## config.mk

```make
export PLATFORM = sky130hd
export DESIGN_NAME = rtc_time_value_registers
export DESIGN_NICKNAME = d
export VERILOG_FILES = /design/src/design/rtc_pkg.sv /design/src/design/rtc_time_value_registers.sv /design/src/design/pin_sync.sv /design/src/design/bcd_field_inc.sv
export SDC_FILE = /design/constraint.sdc
export NUM_CORES = 1
export LEC_CHECK = 0
export BUFFER_PORTS_ARGS = -buffer_cell sky130_fd_sc_hd__buf_2
export CAP_MARGIN = 0
export CELL_PAD_IN_SITES_DETAIL_PLACEMENT = 1
export CELL_PAD_IN_SITES_GLOBAL_PLACEMENT = 1
export CORE_MARGIN = 5
export CORE_UTILIZATION = 43
export CTS_BUF_LIST = sky130_fd_sc_hd__clkbuf_8
export CTS_CLUSTER_SIZE = 8
export DETAILED_ROUTE_END_ITERATION = 10
export PLACE_DENSITY_LB_ADDON = 0.1
export SLEW_MARGIN = 20
export SYNTH_ARGS = -nofsm -noshare
export SYNTH_HDL_FRONTEND = slang
export SYNTH_SLANG_ARGS = --single-unit
```

## constraint.sdc

```tcl
create_clock -name mclk -period 6.63 [get_ports mclk]
set_clock_uncertainty 0.1 [all_clocks]
set_input_delay 0.9945 -clock mclk [delete_from_list [all_inputs] [get_ports mclk]]
set_output_delay 0.9945 -clock mclk [all_outputs]
set_load 0.005 [all_outputs]
```

## src/design/rtc_pkg.sv

```systemverilog
// Shared constants and types for the calendar time-value register block.
package rtc_pkg;

    // --------
    // Register byte offsets on the AHB-Lite port.
    // --------
    localparam logic [7:0] OFS_YEAR = 8'h00;
    localparam logic [7:0] OFS_MONTH_DAY = 8'h04;
    localparam logic [7:0] OFS_WEEKDAY_HOUR = 8'h08;
    localparam logic [7:0] OFS_MINUTE_SECOND = 8'h0C;
    localparam logic [7:0] OFS_CONTROL = 8'h10;

    // --------
    // Field positions (least significant bit of each field).
    // --------
    localparam int YEAR_TENS_LSB = 4;
    localparam int YEAR_ONES_LSB = 0;
    localparam int MONTH_TENS_LSB = 12;
    localparam int MONTH_ONES_LSB = 8;
    localparam int DAY_TENS_LSB = 4;
    localparam int DAY_ONES_LSB = 0;
    localparam int WEEKDAY_LSB = 8;
    localparam int HOUR_TENS_LSB = 4;
    localparam int HOUR_ONES_LSB = 0;
    localparam int MINUTE_TENS_LSB = 12;
    localparam int MINUTE_ONES_LSB = 8;
    localparam int SECOND_TENS_LSB = 4;
    localparam int SECOND_ONES_LSB = 0;
    localparam int CTRL_WREN_BIT = 0;
    localparam int CTRL_RUN_BIT = 1;
    localparam int CTRL_TICK_BIT = 2;

    // --------
    // Reset values: midnight, day 01 of month 01, year 00, weekday 0.
    // --------
    localparam logic [3:0] RST_ZERO4 = 4'h0;
    localparam logic [3:0] RST_ONE4 = 4'h1;
    localparam logic RST_WREN = 1'b0;
    localparam logic RST_RUN = 1'b1;

    // --------
    // Digit limits of the calendar counter.
    // --------
    localparam logic [3:0] ONES_MAX = 4'h9;
    localparam logic [2:0] SIXTY_TENS_MAX = 3'h5;
    localparam logic [1:0] HOUR_TENS_MAX = 2'h2;
    localparam logic [3:0] HOUR_ONES_LAST = 4'h3;
    localparam logic [2:0] WEEKDAY_MAX = 3'h6;
    localparam logic MONTH_TENS_LAST = 1'b1;
    localparam logic [3:0] MONTH_ONES_LAST = 4'h2;
    localparam logic [3:0] YEAR_TENS_MAX = 4'h9;

    // Calendar digits as held by the four time-value registers.
    typedef struct packed {
        logic [3:0] year_tens_digit;
        logic [3:0] year_ones_digit;
        logic month_tens_digit;
        logic [3:0] month_ones_digit;
        logic [1:0] day_tens_digit;
        logic [3:0] day_ones_digit;
        logic [2:0] weekday_code;
        logic [1:0] hour_tens_digit;
        logic [3:0] hour_ones_digit;
        logic [2:0] minute_tens_digit;
        logic [3:0] minute_ones_digit;
        logic [2:0] second_tens_digit;
        logic [3:0] second_ones_digit;
    } calendar_t;

    // Whole state of the register block.
    typedef struct packed {
        calendar_t cal;
        logic clock_write_enable;
        logic run;
        logic tick_prev;
        logic dphase_wr;
        logic [7:0] dphase_addr;
        logic [31:0] rdata;
        logic readyout;
        logic resp;
    } rtc_state_t;

    // State of the three-stage pin synchroniser.
    typedef struct packed {
        logic s1;
        logic s2;
        logic s3;
        logic level;
    } sync_state_t;

endpackage

```

## src/design/rtc_time_value_registers.sv

```systemverilog
// Time-value register set of the calendar clock unit with an AHB-Lite slave port.
//
// Summary of operation
// (RULE1) Year bits 7-4 hold the BCD tens digit and bits 3-0 the ones digit, each 0 to 9.
// (RULE2) A year write lands only while clock_write_enable is 1.
// (RULE3) Month-and-day bit 12 holds the month tens digit and bits 11-8 its ones digit.
// (RULE4) Month-and-day bits 5-4 hold the day tens digit (0 to 3) and bits 3-0 its ones digit.
// (RULE5) Month-and-day and weekday-and-hour writes land only while clock_write_enable is 1.
// (RULE6) Weekday-and-hour keeps the weekday code, 0 to 6, in bits 10-8.
// (RULE7) Weekday-and-hour bits 5-4 hold the hour tens digit (0 to 2) and bits 3-0 its ones digit.
// (RULE8) Minutes-and-seconds keeps the minute tens digit in bits 14-12 and the minute ones digit in bits 11-8.
// (RULE9) Minutes-and-seconds keeps the second tens digit in bits 6-4 and the second ones digit in bits 3-0.
// (RULE10) Bits outside the digit fields read as zero and ignore writes.
// (RULE11) The fields count as a BCD calendar, each field carrying into the next larger unit.
//
// Decided for this implementation: the placing of the registers and the AHB-Lite slave port.
`timescale 1ns/1ns
module rtc_time_value_registers (
    input wire logic mclk,
    input wire logic arst_n,
    input wire logic hsel,
    input wire logic [31:0] haddr,
    input wire logic [1:0] htrans,
    input wire logic hwrite,
    input wire logic [2:0] hsize,
    input wire logic [31:0] hwdata,
    input wire logic hready,
    output logic hreadyout,
    output logic [31:0] hrdata,
    output logic hresp,
    input wire logic second_tick_pin,
    output rtc_pkg::calendar_t time_now,
    output logic clock_write_enable_out
);

    // --------
    // State and next state.
    // --------
    rtc_pkg::rtc_state_t st_reg;
    rtc_pkg::rtc_state_t st_next;

    // Filtered tick and its step.
    logic tick_level;
    logic sec_inc;

    // Carries between fields.
    logic sec_carry;
    logic min_carry;
    logic hour_carry;
    logic day_carry;
    logic month_carry;

    // Stepped digits.
    logic [2:0] sec_tens_n;
    logic [3:0] sec_ones_n;
    logic [2:0] min_tens_n;
    logic [3:0] min_ones_n;
    logic [1:0] hour_tens_n;
    logic [3:0] hour_ones_n;
    logic [1:0] day_tens_n;
    logic [3:0] day_ones_n;

    logic [1:0] day_max_tens;
    logic [3:0] day_max_ones;

    logic [0:0] month_tens_n;
    logic [3:0] month_ones_n;
    logic [3:0] year_tens_n;
    logic [3:0] year_ones_n;

    logic leap_year;

    // --------
    // Seconds tick input.
    // --------

    // The one-second tick comes in on a pin and is synchronised here.
    pin_sync u_tick_sync (
        .mclk(mclk),
        .arst_n(arst_n),
        .pin_in(second_tick_pin),
        .level_out(tick_level)
    );

    // One step per rising edge of the filtered tick, only while counting is enabled.
    assign sec_inc = tick_level & ~st_reg.tick_prev & st_reg.run;

    // --------
    // Calendar carry chain.
    // --------

    // Seconds run 00 to 59 and carry into minutes.
    bcd_field_inc #(.TW(3)) u_sec ( // see (RULE11)
        .inc(sec_inc),
        .tens_in(st_reg.cal.second_tens_digit),
        .ones_in(st_reg.cal.second_ones_digit),
        .min_tens(3'h0),
        .min_ones(rtc_pkg::RST_ZERO4),
        .max_tens(rtc_pkg::SIXTY_TENS_MAX),
        .max_ones(rtc_pkg::ONES_MAX),
        .tens_out(sec_tens_n),
        .ones_out(sec_ones_n),
        .carry(sec_carry)
    );

    // Minutes run 00 to 59 and carry into hours.
    bcd_field_inc #(.TW(3)) u_min ( // see (RULE11)
        .inc(sec_carry),
        .tens_in(st_reg.cal.minute_tens_digit),
        .ones_in(st_reg.cal.minute_ones_digit),
        .min_tens(3'h0),
        .min_ones(rtc_pkg::RST_ZERO4),
        .max_tens(rtc_pkg::SIXTY_TENS_MAX),
        .max_ones(rtc_pkg::ONES_MAX),
        .tens_out(min_tens_n),
        .ones_out(min_ones_n),
        .carry(min_carry)
    );

    // Hours run 00 to 23 and carry into the day and the weekday.
    bcd_field_inc #(.TW(2)) u_hour ( // see (RULE11)
        .inc(min_carry),
        .tens_in(st_reg.cal.hour_tens_digit),
        .ones_in(st_reg.cal.hour_ones_digit),
        .min_tens(2'h0),
        .min_ones(rtc_pkg::RST_ZERO4),
        .max_tens(rtc_pkg::HOUR_TENS_MAX),
        .max_ones(rtc_pkg::HOUR_ONES_LAST),
        .tens_out(hour_tens_n),
        .ones_out(hour_ones_n),
        .carry(hour_carry)
    );

    // --------
    // Month length.
    // --------

    // A year is a leap year when its two BCD digits form a multiple of four.
    always_comb begin
        if (st_reg.cal.year_tens_digit[0] == 1'b0) begin
            leap_year = (st_reg.cal.year_ones_digit == 4'h0) || (st_reg.cal.year_ones_digit == 4'h4)
                || (st_reg.cal.year_ones_digit == 4'h8);
        end else begin
            leap_year = (st_reg.cal.year_ones_digit == 4'h2) || (st_reg.cal.year_ones_digit == 4'h6);
        end
    end

    // Last day of the current month: 28 or 29 in February, 30 in the short months, else 31.
    always_comb begin
        day_max_tens = 2'h3;
        day_max_ones = 4'h1;
        if (st_reg.cal.month_tens_digit == 1'b0 && st_reg.cal.month_ones_digit == 4'h2) begin
            day_max_tens = 2'h2;
            day_max_ones = leap_year ? 4'h9 : 4'h8;
        end else if (st_reg.cal.month_tens_digit == 1'b0 && (st_reg.cal.month_ones_digit == 4'h4
                || st_reg.cal.month_ones_digit == 4'h6 || st_reg.cal.month_ones_digit == 4'h9)) begin
            day_max_ones = 4'h0;
        end else if (st_reg.cal.month_tens_digit == 1'b1 && st_reg.cal.month_ones_digit == 4'h1) begin
            day_max_ones = 4'h0;
        end
    end

    // Days run 01 to the month's last day and carry into months.
    bcd_field_inc #(.TW(2)) u_day ( // see (RULE11)
        .inc(hour_carry),
        .tens_in(st_reg.cal.day_tens_digit),
        .ones_in(st_reg.cal.day_ones_digit),
        .min_tens(2'h0),
        .min_ones(rtc_pkg::RST_ONE4),
        .max_tens(day_max_tens),
        .max_ones(day_max_ones),
        .tens_out(day_tens_n),
        .ones_out(day_ones_n),
        .carry(day_carry)
    );

    // Months run 01 to 12 and carry into years.
    bcd_field_inc #(.TW(1)) u_month ( // see (RULE11)
        .inc(day_carry),
        .tens_in(st_reg.cal.month_tens_digit),
        .ones_in(st_reg.cal.month_ones_digit),
        .min_tens(1'b0),
        .min_ones(rtc_pkg::RST_ONE4),
        .max_tens(rtc_pkg::MONTH_TENS_LAST),
        .max_ones(rtc_pkg::MONTH_ONES_LAST),
        .tens_out(month_tens_n),
        .ones_out(month_ones_n),
        .carry(month_carry)
    );

    // Years run 00 to 99 and wrap.
    bcd_field_inc #(.TW(4)) u_year ( // see (RULE11)
        .inc(month_carry),
        .tens_in(st_reg.cal.year_tens_digit),
        .ones_in(st_reg.cal.year_ones_digit),
        .min_tens(rtc_pkg::RST_ZERO4),
        .min_ones(rtc_pkg::RST_ZERO4),
        .max_tens(rtc_pkg::YEAR_TENS_MAX),
        .max_ones(rtc_pkg::ONES_MAX),
        .tens_out(year_tens_n),
        .ones_out(year_ones_n),
        .carry()
    );

    // --------
    // Read word assembly.
    // --------

    // Builds the read word; every bit outside a digit field or a control bit stays zero.
    function automatic logic [31:0] read_word(input logic [7:0] ofs, input rtc_pkg::rtc_state_t s);
        logic [31:0] w;
        w = 32'h0000_0000; // see (RULE10)
        if (ofs == rtc_pkg::OFS_YEAR) begin
            w[rtc_pkg::YEAR_TENS_LSB +: 4] = s.cal.year_tens_digit; // see (RULE1)
            w[rtc_pkg::YEAR_ONES_LSB +: 4] = s.cal.year_ones_digit;
        end else if (ofs == rtc_pkg::OFS_MONTH_DAY) begin
            w[rtc_pkg::MONTH_TENS_LSB] = s.cal.month_tens_digit; // see (RULE3)
            w[rtc_pkg::MONTH_ONES_LSB +: 4] = s.cal.month_ones_digit;
            w[rtc_pkg::DAY_TENS_LSB +: 2] = s.cal.day_tens_digit; // see (RULE4)
            w[rtc_pkg::DAY_ONES_LSB +: 4] = s.cal.day_ones_digit;
        end else if (ofs == rtc_pkg::OFS_WEEKDAY_HOUR) begin
            w[rtc_pkg::WEEKDAY_LSB +: 3] = s.cal.weekday_code; // see (RULE6)
            w[rtc_pkg::HOUR_TENS_LSB +: 2] = s.cal.hour_tens_digit; // see (RULE7)
            w[rtc_pkg::HOUR_ONES_LSB +: 4] = s.cal.hour_ones_digit;
        end else if (ofs == rtc_pkg::OFS_MINUTE_SECOND) begin
            w[rtc_pkg::MINUTE_TENS_LSB +: 3] = s.cal.minute_tens_digit; // see (RULE8)
            w[rtc_pkg::MINUTE_ONES_LSB +: 4] = s.cal.minute_ones_digit;
            w[rtc_pkg::SECOND_TENS_LSB +: 3] = s.cal.second_tens_digit; // see (RULE9)
            w[rtc_pkg::SECOND_ONES_LSB +: 4] = s.cal.second_ones_digit;
        end else if (ofs == rtc_pkg::OFS_CONTROL) begin
            w[rtc_pkg::CTRL_WREN_BIT] = s.clock_write_enable;
            w[rtc_pkg::CTRL_RUN_BIT] = s.run;
            w[rtc_pkg::CTRL_TICK_BIT] = s.tick_prev;
        end

        return w;
    endfunction

    // --------
    // Next-state logic.
    // --------

    // Apply the calendar step, then any write in its data phase, then capture a new address phase.
    always_comb begin
        st_next = st_reg;
        st_next.tick_prev = tick_level;

        // Take the stepped digits from the carry chain.
        st_next.cal.second_tens_digit = sec_tens_n;
        st_next.cal.second_ones_digit = sec_ones_n;
        st_next.cal.minute_tens_digit = min_tens_n;
        st_next.cal.minute_ones_digit = min_ones_n;
        st_next.cal.hour_tens_digit = hour_tens_n;
        st_next.cal.hour_ones_digit = hour_ones_n;
        st_next.cal.day_tens_digit = day_tens_n;
        st_next.cal.day_ones_digit = day_ones_n;
        st_next.cal.month_tens_digit = month_tens_n[0];
        st_next.cal.month_ones_digit = month_ones_n;
        st_next.cal.year_tens_digit = year_tens_n;
        st_next.cal.year_ones_digit = year_ones_n;

        // Weekday steps with each new day and wraps from 6 to 0.
        if (hour_carry) begin
            if (st_reg.cal.weekday_code >= rtc_pkg::WEEKDAY_MAX) begin // see (RULE11)
                st_next.cal.weekday_code = 3'h0;
            end else begin
                st_next.cal.weekday_code = st_reg.cal.weekday_code + 3'h1;
            end
        end

        // A software write overrides the step for the register it targets.
        if (st_reg.dphase_wr) begin
            if (st_reg.dphase_addr == rtc_pkg::OFS_YEAR) begin
                if (st_reg.clock_write_enable) begin // see (RULE2)
                    st_next.cal.year_tens_digit = hwdata[rtc_pkg::YEAR_TENS_LSB +: 4]; // see (RULE1)
                    st_next.cal.year_ones_digit = hwdata[rtc_pkg::YEAR_ONES_LSB +: 4];
                end
            end else if (st_reg.dphase_addr == rtc_pkg::OFS_MONTH_DAY) begin
                if (st_reg.clock_write_enable) begin // see (RULE5)
                    st_next.cal.month_tens_digit = hwdata[rtc_pkg::MONTH_TENS_LSB]; // see (RULE3)
                    st_next.cal.month_ones_digit = hwdata[rtc_pkg::MONTH_ONES_LSB +: 4];
                    st_next.cal.day_tens_digit = hwdata[rtc_pkg::DAY_TENS_LSB +: 2]; // see (RULE4)
                    st_next.cal.day_ones_digit = hwdata[rtc_pkg::DAY_ONES_LSB +: 4];
                end
            end else if (st_reg.dphase_addr == rtc_pkg::OFS_WEEKDAY_HOUR) begin
                if (st_reg.clock_write_enable) begin // see (RULE5)
                    st_next.cal.weekday_code = hwdata[rtc_pkg::WEEKDAY_LSB +: 3]; // see (RULE6)
                    st_next.cal.hour_tens_digit = hwdata[rtc_pkg::HOUR_TENS_LSB +: 2]; // see (RULE7)
                    st_next.cal.hour_ones_digit = hwdata[rtc_pkg::HOUR_ONES_LSB +: 4];
                end
            end else if (st_reg.dphase_addr == rtc_pkg::OFS_MINUTE_SECOND) begin
                st_next.cal.minute_tens_digit = hwdata[rtc_pkg::MINUTE_TENS_LSB +: 3]; // see (RULE8)
                st_next.cal.minute_ones_digit = hwdata[rtc_pkg::MINUTE_ONES_LSB +: 4];
                st_next.cal.second_tens_digit = hwdata[rtc_pkg::SECOND_TENS_LSB +: 3]; // see (RULE9)
                st_next.cal.second_ones_digit = hwdata[rtc_pkg::SECOND_ONES_LSB +: 4];
            end else if (st_reg.dphase_addr == rtc_pkg::OFS_CONTROL) begin
                st_next.clock_write_enable = hwdata[rtc_pkg::CTRL_WREN_BIT];
                st_next.run = hwdata[rtc_pkg::CTRL_RUN_BIT];
            end
        end

        // Address phase: a read is answered from the value that stands during its data phase.
        st_next.dphase_wr = 1'b0;
        if (hsel && hready && htrans[1]) begin
            st_next.dphase_addr = haddr[7:0];
            st_next.dphase_wr = hwrite;
            if (!hwrite) begin
                st_next.rdata = read_word(haddr[7:0], st_next); // see (RULE10)
            end
        end

        // No wait states and an OKAY answer on every transfer.
        st_next.readyout = 1'b1;
        st_next.resp = 1'b0;
    end

    // --------
    // State register.
    // --------

    // Reset to midnight of day 01, month 01, year 00, with year, month-and-day and weekday-and-hour writes locked.
    always_ff @(posedge mclk or negedge arst_n) begin
        if (!arst_n) begin
            st_reg <= '0;
            st_reg.cal.day_ones_digit <= rtc_pkg::RST_ONE4;
            st_reg.cal.month_ones_digit <= rtc_pkg::RST_ONE4;
            st_reg.clock_write_enable <= rtc_pkg::RST_WREN;
            st_reg.run <= rtc_pkg::RST_RUN;
            st_reg.readyout <= 1'b1;
        end else begin
            st_reg <= st_next;
        end
    end

    // --------
    // Outputs.
    // --------

    // Outputs straight from the state register.
    assign hreadyout = st_reg.readyout;
    assign hrdata = st_reg.rdata;
    assign hresp = st_reg.resp;
    assign time_now = st_reg.cal;
    assign clock_write_enable_out = st_reg.clock_write_enable;

endmodule

```

## src/design/pin_sync.sv

```systemverilog
// Three-stage synchroniser with agreement filter for one pin input.
`timescale 1ns/1ns
module pin_sync (
    input wire logic mclk,
    input wire logic arst_n,
    input wire logic pin_in,
    output logic level_out
);

    rtc_pkg::sync_state_t st_reg;
    rtc_pkg::sync_state_t st_next;

    // Shift the pin in; the level moves only once stages two and three agree.
    always_comb begin
        st_next = st_reg;
        st_next.s1 = pin_in;
        st_next.s2 = st_reg.s1;
        st_next.s3 = st_reg.s2;
        if (st_reg.s2 == st_reg.s3) begin
            st_next.level = st_reg.s3;
        end
    end

    // Register the synchroniser state.
    always_ff @(posedge mclk or negedge arst_n) begin
        if (!arst_n) begin
            st_reg <= '0;
        end else begin
            st_reg <= st_next;
        end
    end

    assign level_out = st_reg.level;

endmodule

```

## src/design/bcd_field_inc.sv

```systemverilog
// Combinational two-digit BCD field stepper with wrap and carry.
`timescale 1ns/1ns
module bcd_field_inc #(
    parameter int TW = 3
) (
    input wire logic inc,
    input wire logic [TW-1:0] tens_in,
    input wire logic [3:0] ones_in,
    input wire logic [TW-1:0] min_tens,
    input wire logic [3:0] min_ones,
    input wire logic [TW-1:0] max_tens,
    input wire logic [3:0] max_ones,
    output logic [TW-1:0] tens_out,
    output logic [3:0] ones_out,
    output logic carry
);

    // Ones digit rolls into tens; the whole field wraps to its minimum at its maximum.
    always_comb begin
        tens_out = tens_in;
        ones_out = ones_in;
        carry = 1'b0;
        if (inc) begin
            if (tens_in == max_tens && ones_in == max_ones) begin
                tens_out = min_tens;
                ones_out = min_ones;
                carry = 1'b1;
            end else if (ones_in >= rtc_pkg::ONES_MAX) begin
                tens_out = tens_in + TW'(1);
                ones_out = 4'h0;
            end else begin
                ones_out = ones_in + 4'h1;
            end
        end
    end

endmodule

```

==> reports/summary.md, run 1 <==
The count of pins over their slew limit is 0. The logs give 33.9% for the sequential fraction of the synthesis area and 0 for the DRC violation count after routing. After the first detailed-routing iteration, the DRC count stood at 285. Summed over all cells, the static leakage comes to 0.00256 µW. The worst path in the final design needs a cycle of 3.60 ns, including I/O delays and setup. The fraction of the cycle the final worst path needs was 54.3%. The final-report hold violation count is 0. Summed over all nets, the half-perimeter wirelength after detailed placement is 12400 µm.

By startpoint and endpoint, the worst setup path is classified as flop to flop. The CTS buffer count was 9; the critical path arrival was 3.77 ns. For the pin with the worst max-slew slack, the measured transition is 1.04 ns. The signed area change from the synthesized netlist to the final layout is 6.02%, and the final standard cell count with taps included and fillers excluded is 815.

Each instance of the synthesized netlist takes up on average 8.73 µm². CTS saw 73 sinks. The number of nets with antenna violations after detailed routing was 0; the overall die area was 14900 µm². By count the netlist is led by sky130_fd_sc_hd__buf_4 (76), sky130_fd_sc_hd__dfrtp_1 (70), sky130_fd_sc_hd__nor2_1 (61). The flow ran to the end, and the final reports show no timing, DRC or antenna violations.

Across the VDD grid, the largest voltage drop is 0.000156 V. Relative slew slack: 30.6%. The number of violations of the max-capacitance limit is 0. The maximum clock frequency is 0.278 GHz, and the effective utilization at floorplan is 43.4%. The quantity of hold-fixing buffers added after cts is 0, and the number of register bits inferred by synthesis is 73. The number of warnings reported in the yosys synthesis log is 0, and the initial antenna violation count is 0. In the post-synthesis netlist, the cell with the most instances is sky130_fd_sc_hd__buf_4. After floorplanning, the core was divided into 41 placement rows. Setup violations remaining at the end of the flow were counted as 0.

By area the synthesized netlist is led by sky130_fd_sc_hd__dfrtp_1 (32%), sky130_fd_sc_hd__buf_4 (11%), sky130_fd_sc_hd__ha_1 (7.2%), sky130_fd_sc_hd__nor2_1 (4.2%), sky130_fd_sc_hd__o21ai_0 (3.3%). Cells fill 46.0% of the core in the end. Final hold analysis gives a worst-case slack of 0.264 ns. For this run, asynchronously set or reset flops after synthesis account for 100%. The number of global-route vias before repair was 4794; the number of placed instances with taps included was 798. Input and output buffers added on the ports amount to 87. The largest delay contributor family on the critical path was simple AND/OR/NAND/NOR gates. For the area of the mapped netlist, the log shows 5400 µm².

Setup repair after global routing left no endpoint under its margin. For the aggregate global routing overflow, the log shows 0. In this run the horizontal extent of the chip is 122 µm.

The post-layout net count is 744. The tools report the wire length of the first global-routing pass as 26200 µm. The worst setup path is launched from a flop. For this run, the leading register cell type out of synthesis is sky130_fd_sc_hd__dfrtp_1. Adding up every negative setup slack in the final design gives 0 ns. Class of the most critical hold timing path: flop to flop.

Critical-path cell with the highest stage delay: sky130_fd_sc_hd__nor4_4. The synthesized instance count was 619. After floorplanning, the core was sized to cover 12500 µm². Iteration count of the initial detailed-routing pass: 4. TritonCTS built the clock tree. Of all nets on the critical path, the largest fanout is 12. The worst setup path is captured at a flop.

The floorplan step set the die height to 122 µm. Yosys mapped the design onto 78 distinct sky130hd cell types. Entering global routing, the biggest net connects 74 pins. The detailed-route wire length per cell was 20.0 µm; the count of inserted antenna diode cells was 0. The filler cells instantiated in the layout total 1538. In this run the register-to-register setup slack is 3.03 ns. Placed cell area: 5460 µm². Clock-pin slew was measured on the worst setup and hold paths at 0.08 ns. The count of cells resized by post-cts repair was 0; the final weighted congestion in routability-driven placement was 0.832. The root buffer cell was sky130_fd_sc_hd__clkbuf_8. The register with the most flip-flops in the layout has 42 of them. Buffers added to address setup during post-CTS repair amount to 0.

Power spread over the standard cell area amounts to 228 nW/µm². The overall routed net length came out at 16300 µm. Of all cell types, the one taking the most synthesized area is sky130_fd_sc_hd__dfrtp_1.

The clock insertion delay at the later pin of the skew report was 0.38 ns. The run gives 2 as the maximum clock insertion buffer count. After synthesis, the largest area contributor takes up 32.4% of total cell area.

The all-layer global routing usage was 22.7%; the combined buffer and inverter count along the critical path was 1. The tools report the critical path data required time as 6.80 ns. Longest individual stage delay on the worst path: 0.60 ns. The number of vias in the routed layout is 4596.

Dividing the detail-routed via count by the number of cells gives 5.64. During I/O placement, the number of pins put on the boundary was 152. The finished cells cover 5730 µm². The number of levels the H-tree was split into came out at 3. Yosys mapped a number of flops with a built-in enable equal to 0. The critical path goes through nand3b_1 -> nor3_1 -> buf_4 -> nand3_1 -> nor4_4 -> mux2i_1 -> o211ai_1 -> a32o_1. The fraction of layout instances using a drive strength above 1 was 20.5%.
==> stage by stage <==
| step | total power [µW] | worst slack [ns] |
|---|---|---|
| after detailed placement | 876 | 2.96 |
| after global placement | 860 | 3.01 |
| after CTS | 1320 | 3.03 |
| after global routing | 1380 | 2.74 |
| final | 1310 | 3.03 |
| after floorplan | 803 | 3.47 |
==> cells by family after synthesis <==
logic type                 count (synthesis)  synth area share (%)
AOI/OAI and AO/OA                        141                  18.2
xor gates and xnor gates                   7                  1.13
adders and majority gates                 32                  7.36
buffers and inverters                    128                  14.5
DFF                                       73                  33.9
muxes                                     15                  2.94
other                                      2                 0.139
and+or+nand+nor                          221                  21.9
==> cell usage in the layout (no fill, tap or decap), drive strengths merged, types with 12 or more instances in the layout <==
cell,n
a21oi,12
a31oi,18
buf,89
conb,19
dfrtp,70
ha,31
inv,30
nand2,46
nand3,19
nor2,61
nor3,12
o21ai,37
==> layer usage <==
layer  vias up  track usage (%)  wire (µm)
met5         -                0          0
met4         0             6.37        328
met3        24             4.60        906
met2       125             38.4       7930
met1      2288             29.5       7150
li1       2159                -          -
==> path summary, 6_finish.rpt <==
| check | from | to | depth (start not counted) |
|---|---|---|---|
| max | st_reg[44]$_DFF_PN1_ | hrdata[8]$_DFFE_PN0P_ | 8 |
| max reg2reg | st_reg[44]$_DFF_PN1_ | hrdata[8]$_DFFE_PN0P_ | 8 |
| min in group asynchronous | arst_n | hrdata[9]$_DFFE_PN0P_ | 1 |
| max in group asynchronous | arst_n | st_reg[44]$_DFF_PN1_ | 2 |
| min | u_tick_sync.st_next[2]$_DFF_PN0_ | u_tick_sync.st_next[1]$_DFF_PN0_ | 0 |
| min reg2reg | u_tick_sync.st_next[2]$_DFF_PN0_ | u_tick_sync.st_next[1]$_DFF_PN0_ | 0 |
==> power by group <==
part / internal [µW] / switching, µW
clock network: 250 / 193
logic: 130 / 161
registers: 504 / 72.0
total: 883 / 425
==> final cells by class <==
type                            instances  area [µm²]  area share (%)
Tap cell                              172         215            3.76
Sequential cell                        73        1830            32.0
Multi-Input combinational cell        435        2860            49.8
Clock inverter                          7         119            2.07
Clock buffer                            9         124            2.16
Timing Repair Buffer                   89         473            8.26
Inverter                               30         113            1.97
No activity file was read; power rests on OpenSTA's default activity.
==> run 2, diff against run 1 <==
--- a/config.mk
+++ b/config.mk
@@ -10,7 +10,7 @@
 export CELL_PAD_IN_SITES_DETAIL_PLACEMENT = 1
 export CELL_PAD_IN_SITES_GLOBAL_PLACEMENT = 1
 export CORE_MARGIN = 5
-export CORE_UTILIZATION = 43
+export CORE_UTILIZATION = 40
 export CTS_BUF_LIST = sky130_fd_sc_hd__clkbuf_8
 export CTS_CLUSTER_SIZE = 8
 export DETAILED_ROUTE_END_ITERATION = 10
==> constraint.sdc (replaced) <==
create_clock -name mclk -period 3.46 [get_ports mclk]
set_clock_uncertainty 0.1 [all_clocks]
set_input_delay 0.519 -clock mclk [delete_from_list [all_inputs] [get_ports mclk]]
set_output_delay 0.519 -clock mclk [all_outputs]
set_load 0.005 [all_outputs]
==> reports/summary.md, run 2 (synthesized netlist as in run 1, its figures left out) <==
The via density per instance works out to 5.54 (was 5.64). The post-layout net count was 762 (was 744); the height of the chip was 126 µm (was 122 µm). The clock insertion delay at the later pin of the skew report came out at 0.37 ns (was 0.38 ns). The number of violations of the max-capacitance limit was 0 (unchanged); the number of levels the H-tree was split into was 3 (unchanged). The logs give 40.8% (was 43.4%) for the effective utilization at floorplan and 0 (unchanged) for the DRC violation count after routing. The tools report the initial antenna violation count as 0 (unchanged). The run gives 0.143 ns (was 2.96 ns) as the post-placement setup slack. The tools report the final-report hold violation count as 0 (unchanged). For the final weighted congestion in routability-driven placement, the log shows 0.835 (was 0.832). For the overall routed net length, the log shows 16600 µm (was 16300 µm). The most common cell after layout, fill and taps aside was sky130_fd_sc_hd__buf_2 (unchanged). Smallest setup slack after layout: 0.186 ns (was 3.03 ns).

The tools report the maximum resistive drop on vdd as 0.000200 V (was 0.000156 V). The combined buffer and inverter count along the critical path came out at 1 (unchanged). The static power due to leakage was 0.00262 µW (was 0.00256 µW). Class of the most critical hold timing path: primary input to async pin (was flop to flop). Cell Chain, Critical Path: inv_1 -> ha_1 -> or2_2 -> a32oi_2 -> a21oi_1 -> or4_4 -> or3_1 -> a311o_1 -> a31oi_1 (was nand3b_1 -> nor3_1 -> buf_4 -> nand3_1 -> nor4_4 -> mux2i_1 -> o211ai_1 -> a32o_1).

The pin count of the biggest net entering global routing is 74 (unchanged). The kind of end point of the critical path was a flop (unchanged). TritonCTS built the clock tree. For the maximum clock insertion buffer count, the log shows 2 (unchanged). For the worst hold slack, the log shows 0.0544 ns (was 0.264 ns). The critical path start-end classification was flop to flop (unchanged). The detailed-route wire length per cell was 19.8 µm (was 20.0 µm); the critical path arrival was 3.47 ns (was 3.77 ns). The tools report the number of clock sinks seen by CTS as 73 (unchanged).

Most used cells in the layout excluding fill and tap cells: sky130_fd_sc_hd__buf_2 (86), sky130_fd_sc_hd__dfrtp_1 (70), sky130_fd_sc_hd__nor2_1 (61) (unchanged). The power density of the placed cells is 397 nW/µm² (was 228 nW/µm²), and the iteration count of the initial detailed-routing pass is 4 (unchanged). The critical-path cell with the highest stage delay was sky130_fd_sc_hd__dfstp_2 (was sky130_fd_sc_hd__nor4_4). The aggregate global routing overflow is 0 (unchanged), and the signed area change from the synthesized netlist to the final layout is 7.34% (was 6.02%). For the critical path data required time, the log shows 3.66 ns (was 6.80 ns). The run gives 310 (was 285) as the iteration-0 DRC count of the detailed router.

The count of pins over their slew limit is 0 (unchanged). The count of endpoints failing setup in the final report came out at 0 (unchanged). The root buffer cell is sky130_fd_sc_hd__clkbuf_8 (unchanged). The fraction of layout instances using a drive strength above 1 works out to 22.7% (was 20.5%).

The launching element type of the critical path was a flop (unchanged). The clock transition at the register clock pins on the worst setup and hold paths after CTS is 0.08 ns (about the same). The all-layer global routing usage came out at 21.2% (was 22.7%). The area of the placeable core was 13200 µm² (was 12500 µm²). The number of placed instances with taps included was 821 (was 798); the overall die width was 126 µm (was 122 µm). The actual slew at the worst max-slew pin was 0.796 ns (was 1.04 ns); the number of buffer cells added on primary ports was 87 (unchanged). The logs give 26700 µm (was 26200 µm) for the wire length of the first global-routing pass and 0 (unchanged) for the count of inserted antenna diode cells. The number of vias in the routed layout is 4634 (was 4596). The run gives 42 (was 41) as the standard-cell row count. The run gives 45.6% (was 30.6%) as the relative slew slack. The number of nets with antenna violations after detailed routing was 0 (unchanged).

The number of global-route vias before repair came out at 4896 (was 4794). Setup repair after global routing left no endpoint under its margin. Largest delay contributor family on the critical path: simple AND/OR/NAND/NOR gates (unchanged). The logs give 837 (was 815) for the final standard cell count with taps included and fillers excluded and 9 (unchanged) for the CTS buffer count. The flow ran to the end, and the final reports show no timing, DRC or antenna violations. The number of flip-flops in the largest register was 42 (unchanged); the top-level port count was 152 (unchanged).

The largest fanout of any net on the critical path is 6 (was 12). Longest individual stage delay on the worst path: 0.59 ns (was 0.60 ns). The logs give 0 ns (unchanged) for the final total negative setup slack and 12800 µm (was 12400 µm) for the sum of net half-perimeters after detailed placement. The overall die area came out at 15900 µm² (was 14900 µm²). The run gives 0.305 GHz (was 0.278 GHz) as the maximum clock frequency. The fraction of the cycle the final worst path needs was 94.6% (was 54.3%). The shortest clock period the worst path allows after layout came out at 3.27 ns (was 3.60 ns).
run 2: stage by stage:
step	cell area, µm²	power [µW]	utilization, %
2_1_floorplan	5470	1540	-
6_report	5800	2300	43.8
4_1_cts	5790	2340	43.7
3_3_place_gp	5610	1660	42.3
3_5_place_dp	5610	1680	42.3
5_1_grt	5800	2460	43.8
run 2: what timing repair did:
| item | 4_1_cts | 5_1_grt |
|---|---|---|
| gates resized for setup | 0 | 1 |
| setup buffers | 0 | 0 |
| endpoints found under the hold margin | 0 | 0 |
| setup endpoints to repair | 0 | 1 |
| hold buffers | 0 | 0 |
run 2: worst paths after layout:
kind / start / to / cells past startpoint / slack (ns)
min: arst_n / time_now[8]$_DFF_PN0_ / 1 / 0.05
max in group asynchronous: arst_n / time_now[7]$_DFF_PN0_ / 1 / 2.70
max: time_now[29]$_DFF_PN1_ / hrdata[3]$_DFFE_PN0P_ / 9 / 0.19
min reg2reg: u_tick_sync.st_next[2]$_DFF_PN0_ / u_tick_sync.st_next[1]$_DFF_PN0_ / 0 / 0.26
min in group mclk: second_tick_pin / u_tick_sync.st_next[2]$_DFF_PN0_ / 1 / 0.15
max reg2reg: time_now[29]$_DFF_PN1_ / hrdata[3]$_DFFE_PN0P_ / 9 / 0.19
run 2: report_power, final:
part           switching, µW  internal [µW]
logic                    309            251
registers                133            965
clock network            349            296
run 2: layout make-up:
class / instances / area (µm²)
fillers: 1627 / 7440
multi-input cells: 435 / 2860
flip-flops and latches: 73 / 1830
repair buffers: 107 / 592
well taps: 176 / 220
clock buffers: 11 / 151
inverters: 30 / 113
clock inverters: 5 / 31.3
run 2: metal layers:
layer,vias to the layer above,share of wire [%],track usage (%)
li1,2199,-,-
met1,2303,45,27.4
met2,118,49,36.4
met3,14,5.0,4.66
met4,0,1.3,4.48
met5,-,0,0
